`src/verilog/mmx_pkg.sv`:
```
// Shared constants and types for the multiplexer switch control block
`default_nettype none
package mmx_pkg;
   // Channel geometry
   localparam int          BANK_SIZE      = 10;
   localparam int          TREE_SIZE      = 2;
   localparam int          IDX_W          = 4;
   localparam int          CH_W           = 7;
   // Control channel numbers
   localparam logic [6:0]  CH_RELAY       = 7'h5A;
   localparam logic [6:0]  CH_SENSE_BANK  = 7'h5B;
   localparam logic [6:0]  CH_SENSE_THERM = 7'h5C;
   localparam logic [6:0]  CH_SRC_THERM   = 7'h5D;
   localparam logic [6:0]  CH_SRC_BANK    = 7'h5E;
   // Position of each path inside a tree group
   localparam logic [3:0]  TREE_IDX_BANK  = 4'h0;
   localparam logic [3:0]  TREE_IDX_THERM = 4'h1;
   // Values after reset
   localparam logic        SW_RST         = 1'h0;
   localparam logic        READY_RST      = 1'h1;

   // Three conductors of one switch, driven as one
   typedef struct packed {
      logic high;
      logic low;
      logic guard;
   } mmx_sw_type;

   // One open or close request from the mainframe
   typedef struct packed {
      logic       close;
      logic [6:0] chan;
   } mmx_cmd_type;

   typedef enum logic [0:0] {
      MMX_IDLE,
      MMX_MAKE
   } mmx_state_type;
endpackage
`default_nettype wire

```
`src/verilog/mmx_excl_group.sv`:
```
// One group of mutually exclusive switches (a bank or a tree pair)
`timescale 1ns/1ps
`default_nettype none
module mmx_excl_group #(
   parameter int N = 10
) (
   // Clock and reset
   input  wire logic                         clk_sys_in,
   input  wire logic                         rst_n_in,
   // Control
   input  wire logic                         clear_in,
   input  wire logic                         close_in,
   input  wire logic                         open_in,
   input  wire logic [3:0]                   idx_in,
   // Switch drive
   output var  mmx_pkg::mmx_sw_type [N-1:0]  sw_out
);
   // Index is four bits wide, so sixteen switches at the most
   if (N < 1 || N > 16)
   begin : gen_n_check
      $error("mmx_excl_group: N must be 1 to 16");
   end

   logic       lines_ok;
   logic [N-1:0] sel;

   // All three conductor bits of a switch are written with the same value
   always_ff @(posedge clk_sys_in)
   begin
      if (!rst_n_in)
         sw_out <= '0;                                   // RULE14
      else if (clear_in)
         sw_out <= '0;
      else if (close_in && (32'(idx_in) < N))
      begin
         // Writing the whole group keeps at most one switch closed
         for (int i = 0; i < N; i++)
            sw_out[i] <= (i == 32'(idx_in)) ? 3'h7 : 3'h0; // RULE3 RULE4
      end
      else if (open_in && (32'(idx_in) < N))
         sw_out[idx_in] <= 3'h0;
   end

   // Helper views for checking
   always_comb
   begin
      lines_ok = 1'h1;
      for (int i = 0; i < N; i++)
      begin
         sel[i] = sw_out[i].high;
         if (sw_out[i].low != sw_out[i].high || sw_out[i].guard != sw_out[i].high)
            lines_ok = 1'h0;
      end
   end
endmodule
`default_nettype wire

```
`src/verilog/mmx_switch_ctrl.sv`:
```
// Top of the multiplexer switch control: command decode and sequencing
//
// Overview of operation
// RULE1: Twenty switches in two separately exclusive banks.
// RULE2: Channels 0-9 first bank, 10-19 second.
// RULE3: One closed per bank; close opens previous.
// RULE4: High, low, guard switch together always.
// RULE5: Channel 90 opens or closes isolation relays.
// RULE6: Channel 91 sense tree, 94 source tree.
// RULE7: Channels 92, 93 route the reference thermistor.
// RULE8: One tree switch per type closed.
// RULE9: Overvoltage flag opens isolation relays automatically.
// RULE10: Banks reach backplane only via tree.
// RULE11: Source trees carry current, sense trees voltage.
// RULE12: Second bank terminals 0-9 are channels 10-19.
// RULE13: Break before make when changing channels.
// RULE14: Everything open after reset.
`timescale 1ns/1ps
`default_nettype none
module mmx_switch_ctrl #(
   parameter int BANK_N = mmx_pkg::BANK_SIZE
) (
   // Clock and reset
   input  wire logic                              clk_sys_in,
   input  wire logic                              rst_n_in,
   // Command from the mainframe
   input  wire logic                              cmd_valid_in,
   input  wire mmx_pkg::mmx_cmd_type              cmd_in,
   output var  logic                              cmd_ready_out,
   output var  logic                              cmd_err_out,
   // Backplane overvoltage flag
   input  wire logic                              ovp_in,
   // Bank switches
   output wire mmx_pkg::mmx_sw_type [BANK_N-1:0]  bank_a_sw_out,
   output wire mmx_pkg::mmx_sw_type [BANK_N-1:0]  bank_b_sw_out,
   // Tree switches, index 0 banks, index 1 thermistor
   output wire mmx_pkg::mmx_sw_type [1:0]         sense_tree_sw_out,
   output wire mmx_pkg::mmx_sw_type [1:0]         src_tree_sw_out,
   // Isolation relays and routing status
   output var  logic                              relay_out,
   output var  logic                              bank_on_bus_out
);
   // Channel decode serves at most ten switches per bank
   if (BANK_N < 1 || BANK_N > 10)
   begin : gen_bank_n_check
      $error("mmx_switch_ctrl: BANK_N must be 1 to 10");
   end

   mmx_pkg::mmx_state_type state;
   mmx_pkg::mmx_state_type next_state;
   mmx_pkg::mmx_cmd_type   pend;
   mmx_pkg::mmx_cmd_type   cur;
   logic                   accept;
   logic                   valid_chan;
   logic [6:0]             chan_b;
   logic [3:0]             hit;
   logic [3:0]             any_closed;
   logic [3:0]             is_set;
   logic [3:0]             grp_idx [4];
   logic [3:0]             grp_clear;
   logic [3:0]             grp_close;
   logic [3:0]             grp_open;
   logic                   need_break;
   logic [BANK_N-1:0]      sel_a;
   logic [BANK_N-1:0]      sel_b;
   logic [1:0]             sel_s;
   logic [1:0]             sel_c;

   assign accept = cmd_valid_in && cmd_ready_out;

   // Closed-state views of every group
   always_comb
   begin
      for (int i = 0; i < BANK_N; i++)
      begin
         sel_a[i] = bank_a_sw_out[i].high;
         sel_b[i] = bank_b_sw_out[i].high;
      end
      for (int i = 0; i < 2; i++)
      begin
         sel_s[i] = sense_tree_sw_out[i].high;
         sel_c[i] = src_tree_sw_out[i].high;
      end
   end

   // Decode the request in hand: fresh one when idle, held one when making
   always_comb
   begin
      cur = (state == mmx_pkg::MMX_MAKE) ? pend : cmd_in;
      chan_b = cur.chan - 7'(BANK_N);
      hit[0] = (cur.chan < 7'(BANK_N));                                 // RULE2
      hit[1] = (cur.chan >= 7'(BANK_N)) && (cur.chan < 7'(2 * BANK_N)); // RULE2
      hit[2] = (cur.chan == mmx_pkg::CH_SENSE_BANK) ||                  // RULE6
               (cur.chan == mmx_pkg::CH_SENSE_THERM);                   // RULE7
      hit[3] = (cur.chan == mmx_pkg::CH_SRC_BANK) ||                    // RULE6
               (cur.chan == mmx_pkg::CH_SRC_THERM);                     // RULE7
      grp_idx[0] = cur.chan[3:0];
      grp_idx[1] = chan_b[3:0];                                         // RULE12
      grp_idx[2] = (cur.chan == mmx_pkg::CH_SENSE_THERM) ?
                   mmx_pkg::TREE_IDX_THERM : mmx_pkg::TREE_IDX_BANK;
      grp_idx[3] = (cur.chan == mmx_pkg::CH_SRC_THERM) ?
                   mmx_pkg::TREE_IDX_THERM : mmx_pkg::TREE_IDX_BANK;
      valid_chan = (|hit) || (cur.chan == mmx_pkg::CH_RELAY);
      any_closed = {|sel_c, |sel_s, |sel_b, |sel_a};
      is_set[0]  = hit[0] && sel_a[grp_idx[0]];
      is_set[1]  = hit[1] && sel_b[grp_idx[1]];
      is_set[2]  = sel_s[grp_idx[2][0]];
      is_set[3]  = sel_c[grp_idx[3][0]];
   end

   // Per group: open first, then close one cycle later when another is closed
   always_comb
   begin
      grp_clear  = '0;
      grp_close  = '0;
      grp_open   = '0;
      need_break = 1'h0;
      for (int g = 0; g < 4; g++)
      begin
         if (state == mmx_pkg::MMX_MAKE && hit[g])
            grp_close[g] = 1'h1;                                        // RULE13
         else if (state == mmx_pkg::MMX_IDLE && accept && hit[g])
         begin
            if (!cur.close)
               grp_open[g] = 1'h1;
            else if (any_closed[g] && !is_set[g])
            begin
               grp_clear[g] = 1'h1;                                     // RULE3 RULE8 RULE13
               need_break   = 1'h1;
            end
            else if (!is_set[g])
               grp_close[g] = 1'h1;
         end
      end
   end

   // Next state of the sequencer
   always_comb
   begin
      next_state = mmx_pkg::MMX_IDLE;
      unique case (state)
         mmx_pkg::MMX_IDLE:
            next_state = need_break ? mmx_pkg::MMX_MAKE : mmx_pkg::MMX_IDLE;
         mmx_pkg::MMX_MAKE:
            next_state = mmx_pkg::MMX_IDLE;
      endcase
   end

   // Sequencer state, held request and ready
   always_ff @(posedge clk_sys_in)
   begin
      if (!rst_n_in)
      begin
         state         <= mmx_pkg::MMX_IDLE;
         pend          <= '0;
         cmd_ready_out <= mmx_pkg::READY_RST;
      end
      else
      begin
         state         <= next_state;
         cmd_ready_out <= (next_state == mmx_pkg::MMX_IDLE);
         if (accept)
            pend <= cmd_in;
      end
   end

   // Unknown channel numbers are dropped and flagged for one cycle
   always_ff @(posedge clk_sys_in)
   begin
      if (!rst_n_in)
         cmd_err_out <= 1'h0;
      else
         cmd_err_out <= accept && !valid_chan;
   end

   // Overvoltage overrides any relay command, so a close cannot win against it
   always_ff @(posedge clk_sys_in)
   begin
      if (!rst_n_in)
         relay_out <= mmx_pkg::SW_RST;                                  // RULE14
      else if (ovp_in)
         relay_out <= 1'h0;                                             // RULE9
      else if (accept && cmd_in.chan == mmx_pkg::CH_RELAY)
         relay_out <= cmd_in.close;                                     // RULE5
   end

   // A bank is on the bus only through the closed bank-side sense tree
   always_ff @(posedge clk_sys_in)
   begin
      if (!rst_n_in)
         bank_on_bus_out <= 1'h0;
      else
         bank_on_bus_out <= (|sel_a || |sel_b) && sel_s[0];             // RULE10
   end

   // Two independent banks, each with its own exclusion
   mmx_excl_group #(.N(BANK_N)) u_bank_a (                              // RULE1
      .clk_sys_in (clk_sys_in),
      .rst_n_in   (rst_n_in),
      .clear_in   (grp_clear[0]),
      .close_in   (grp_close[0]),
      .open_in    (grp_open[0]),
      .idx_in     (grp_idx[0]),
      .sw_out     (bank_a_sw_out)
   );
   mmx_excl_group #(.N(BANK_N)) u_bank_b (                              // RULE1
      .clk_sys_in (clk_sys_in),
      .rst_n_in   (rst_n_in),
      .clear_in   (grp_clear[1]),
      .close_in   (grp_close[1]),
      .open_in    (grp_open[1]),
      .idx_in     (grp_idx[1]),
      .sw_out     (bank_b_sw_out)
   );

   // Sense trees carry the voltage lines to the measurement bus
   mmx_excl_group #(.N(mmx_pkg::TREE_SIZE)) u_sense_tree (              // RULE8 RULE11
      .clk_sys_in (clk_sys_in),
      .rst_n_in   (rst_n_in),
      .clear_in   (grp_clear[2]),
      .close_in   (grp_close[2]),
      .open_in    (grp_open[2]),
      .idx_in     (grp_idx[2]),
      .sw_out     (sense_tree_sw_out)
   );
   // Source trees: high carries +I, low carries -I of the current source
   mmx_excl_group #(.N(mmx_pkg::TREE_SIZE)) u_src_tree (                // RULE8 RULE11
      .clk_sys_in (clk_sys_in),
      .rst_n_in   (rst_n_in),
      .clear_in   (grp_clear[3]),
      .close_in   (grp_close[3]),
      .open_in    (grp_open[3]),
      .idx_in     (grp_idx[3]),
      .sw_out     (src_tree_sw_out)
   );
endmodule
`default_nettype wire

```
`config.mk`:
```
export PLATFORM = sky130hd
export DESIGN_NAME = mmx_switch_ctrl
export DESIGN_NICKNAME = d
export VERILOG_FILES = /design/src/verilog/mmx_pkg.sv /design/src/verilog/mmx_excl_group.sv /design/src/verilog/mmx_switch_ctrl.sv
export SDC_FILE = /design/constraint.sdc
export NUM_CORES = 1
export LEC_CHECK = 0
export ABC_AREA = 1
export BUFFER_PORTS_ARGS = -buffer_cell sky130_fd_sc_hd__buf_2
export CAP_MARGIN = 0
export CORE_UTILIZATION = 50
export DETAILED_ROUTE_END_ITERATION = 8
export HOLD_SLACK_MARGIN = 0.06
export PLACE_DENSITY = 0.7
export RECOVER_POWER = 100
export SLEW_MARGIN = 20
export SYNTH_ARGS = -nofsm -noshare
export SYNTH_HDL_FRONTEND = slang
export SYNTH_SLANG_ARGS = --single-unit
```
`constraint.sdc`:
```
create_clock -name clk_sys_in -period 2.6 [get_ports clk_sys_in]
set_input_delay 0.13 -clock clk_sys_in [delete_from_list [all_inputs] [get_ports clk_sys_in]]
set_output_delay 0.13 -clock clk_sys_in [all_outputs]
set_load 0.05 [all_outputs]
```
==> results.tsv <==
stage	metric	value	unit
global_route	gr-usage-all-layers	0.263	
worst_setup_path	cp.arrival	2.61	ns
cts	clkSlewWorstSetupHoldPaths	0.09	ns
place	post_detail_place_hpwl	8.32	mm
global_route	first_global_vias	4015	
place	placement.io_buffers	87	
power_and_ir_drop	powerDensity	522	nW/um^2
floorplanning	fp.dieW	95.5	um
synth	synth-seq-area-share	0.389	
cells_and_area	fillers	842	
place	place.detailed.instances	833	
min_path	hold_start	cmd_in[7]	
cts	cts.root.buffer_cell	sky130_fd_sc_hd__clkbuf_8	
worst_setup_path	worstSetupStartpoint	state	
synth	synth-edff-count	0	
power_and_ir_drop	power.ir.vdd_worst	255	uV
synth	synth_cells	649	
cells_and_area	area_growth_syn_to_layout	15.5	%
sta	period_needed	2.37	ns
synth	yosys_top_cell_area_share	0.389	
min_path	worst_hold_path_type	input port to flop	
place	place_congestion	0.909	
floorplanning	num_rows	33	
worst_setup_path	cp-end-kind	flop	
global_route	antenna_found_initial	0	
sta	timing.slew.headroom	0.572	
floorplanning	design.core.area	8340	um^2
worst_setup_path	critical_path_peak_fanout	21	
cells_and_area	final_cells	851	
sta	maxSlewViolCount	0	
worst_setup_path	timing.critical_path.from_type	flop	
route	detailed_route_wire_length_per_cell	13.3	um
synth	post_synth_num_cell_types	31	
power_and_ir_drop	cellLeakagePower	1.97	nW
global_route	grt_max_degree	31	
cts	post_cts_setup_buffer_count	0	
route	detailroute.via_count	4475	
synth	synthArstFlopShare	0	
route	post_drt_via_cell_ratio	5.26	
sta	finalHoldViolations	0	
synth	synth_flop_cell	sky130_fd_sc_hd__dfxtp_1	
route	final_antenna_net_count	0	
cts	cts.path.max_buffers	2	
synth	avgSynthCellArea	6.74	um^2
global_route	overflow	0	
floorplanning	fp.dieH	95.5	um
sta	fmax	422	MHz
cts	worstSkewPairLatency	0.36	ns
cells_and_area	num_antenna_cells	0	
run	maxCapViolations	0	
cts	cts-buffers-inserted	9	
synth	yosys_warnings	0	
floorplanning	floorplan.die_area	9130	um^2
synth	synth.largest_area_cell	sky130_fd_sc_hd__dfxtp_1	
route	detailedRoute.firstIterationViolations	192	
floorplanning	floorplan.initialDensity	0.525	
sta	max_slew.worst_pin.slew	0.645	ns
sta	final.setup.tns	0	ns
sta	finalSetupViolations	0	
sta	fin_hold_ws	0.0751	ns
cts	ctsHtreeMaxLevel	3	
synth	post_syn_area	4380	um^2
sta	timing.final.crit_share	0.911	
synth	yosys.cell_count.top_type	sky130_fd_sc_hd__nand2_1	
worst_setup_path	timing.setup.critical_path_class	flop to flop	
worst_setup_path	worstPathRequired	2.84	ns
synth	mappedNetlistNets	663	
floorplanning	io-pin-count	88	
route	drt_wl_total	11.4	mm
sta	grt_setup_unrepaired	no	
cells_and_area	layout.nets	755	
global_route	global_route_wire_length_before_repair	18.8	mm
synth	yosys-top-cells-area	sky130_fd_sc_hd__dfxtp_1 (39%), sky130_fd_sc_hd__nand2_1 (11%), sky130_fd_sc_hd__a21oi_1 (9.0%), sky130_fd_sc_hd__nor2_1 (8.3%), sky130_fd_sc_hd__inv_1 (6.6%)	
cells_and_area	post-route-util	0.606	
cts	tritoncts	yes	
sta	worst_clock_skew	0.00977	ns
route	post_detailed_route_drc_marker_count	0	
route	drt_pre_antenna_iters	6	
cells_and_area	layout-drive-gt1-share	0.118	
run_status	status	finished clean	
synth	top_post_synthesis_cells_by_count	sky130_fd_sc_hd__nand2_1 (132), sky130_fd_sc_hd__nor2_1 (97), sky130_fd_sc_hd__dfxtp_1 (85), sky130_fd_sc_hd__a21oi_1 (79), sky130_fd_sc_hd__inv_1 (77)	
synth	synth_seq_cells	85	
worst_setup_path	r2r-start	state	
cts	tritoncts_num_sinks	85	
-- metal layers --
metal	track usage	vias up	wire length, um
met5	0	-	0
met4	0.0759	0	155
met3	0.0582	15	644
met2	0.445	138	5440
met1	0.333	2050	5120
li1	-	2272	-
-- worst max-delay path: stages (launching register included) --
cell and delay, ns:
sky130_fd_sc_hd__dfxtp_1 0.53, sky130_fd_sc_hd__nand2_1 0.13, sky130_fd_sc_hd__nand2_2 0.13, sky130_fd_sc_hd__ha_1 0.20, sky130_fd_sc_hd__inv_1 0.05, sky130_fd_sc_hd__nand2_1 0.10, sky130_fd_sc_hd__nand3_2 0.12, sky130_fd_sc_hd__nor2_2 0.13
sky130_fd_sc_hd__nand2_1 0.10, sky130_fd_sc_hd__o21bai_2 0.26, sky130_fd_sc_hd__nand2_1 0.11, sky130_fd_sc_hd__buf_4 0.23, sky130_fd_sc_hd__nand2_1 0.10, sky130_fd_sc_hd__a21oi_1 0.06
-- stage by stage --
stage	power (mW)	setup WS, ns	area (um^2)
after CTS	2.66	0.134	5150
final	2.64	0.232	5050
after global routing	2.74	0.00939	5050
after floorplan	1.52	0.556	4380
after detailed placement	1.59	0.166	4900
after global placement	1.58	0.259	4900
-- kinds of logic after synthesis --
logic type | count (synthesis) | synth area share
and+or+nand+nor | 355 | 0.375
buffers and inverters | 106 | 0.109
AOI/OAI and AO/OA | 101 | 0.121
DFF | 85 | 0.389
adders and majority gates | 2 | 0.00572
-- state kept, by name, summed over array words and instances (netlist names) --
| name | flops |
|---|---|
| bank_on_bus_out | 1 |
| cmd_err_out | 1 |
| cmd_ready_out | 1 |
| pend | 8 |
| relay_out | 1 |
| state | 1 |
| u_bank_a.sw_out | 30 |
| u_bank_b.sw_out | 30 |
| u_sense_tree.sw_out | 6 |
| u_src_tree.sw_out | 6 |
-- layout by cell type (no fill, tap or decap), types with 13 or more instances in the layout --
cell type / Yosys / final
sky130_fd_sc_hd__nand2_1: 132 / 132
sky130_fd_sc_hd__dfxtp_1: 85 / 85
sky130_fd_sc_hd__nand3_2: 13 / 13
sky130_fd_sc_hd__a21oi_1: 79 / 79
sky130_fd_sc_hd__nor2_1: 97 / 97
sky130_fd_sc_hd__inv_1: 77 / 77
sky130_fd_sc_hd__nand3_1: 56 / 56
sky130_fd_sc_hd__nand2_2: 17 / 16
sky130_fd_sc_hd__clkbuf_1: 1 / 77
sky130_fd_sc_hd__buf_4: 2 / 15
sky130_fd_sc_hd__nand4_1: 21 / 21
-- report_power, final --
group	total (mW)	switching (mW)	internal, mW
Clock	1.08	0.503	0.574
Sequential	1.32	0.00649	1.31
Combinational	0.242	0.176	0.0657
Total	2.64	0.686	1.95
-- cell type report --
| class | count | area (um^2) | area share |
|---|---|---|---|
| Clock buffer | 10 | 138 | 0.0272 |
| Timing Repair Buffer | 106 | 482 | 0.0953 |
| Inverter | 81 | 307 | 0.0606 |
| Tap cell | 105 | 131 | 0.0260 |
| Clock inverter | 6 | 93.8 | 0.0186 |
| Multi-Input combinational cell | 458 | 2200 | 0.436 |
| Sequential cell | 85 | 1700 | 0.337 |
-- path summary, 6_finish.rpt --
kind,depth (start not counted),slack (ns),end
setup / recovery,13,0.23,u_bank_a.sw_out[29]
hold / removal,3,0.08,pend[7]
setup reg to reg,13,0.23,u_bank_a.sw_out[29]
hold reg to reg,2,0.46,pend[7]
-- timing repair --
item | CTS | global route
resized for setup | 0 | 2
endpoints found under the setup margin | 0 | 45
hold buffers | 2 | 0
hold endpoints to repair | 2 | 0
No activity file was read; power rests on OpenSTA's default activity.
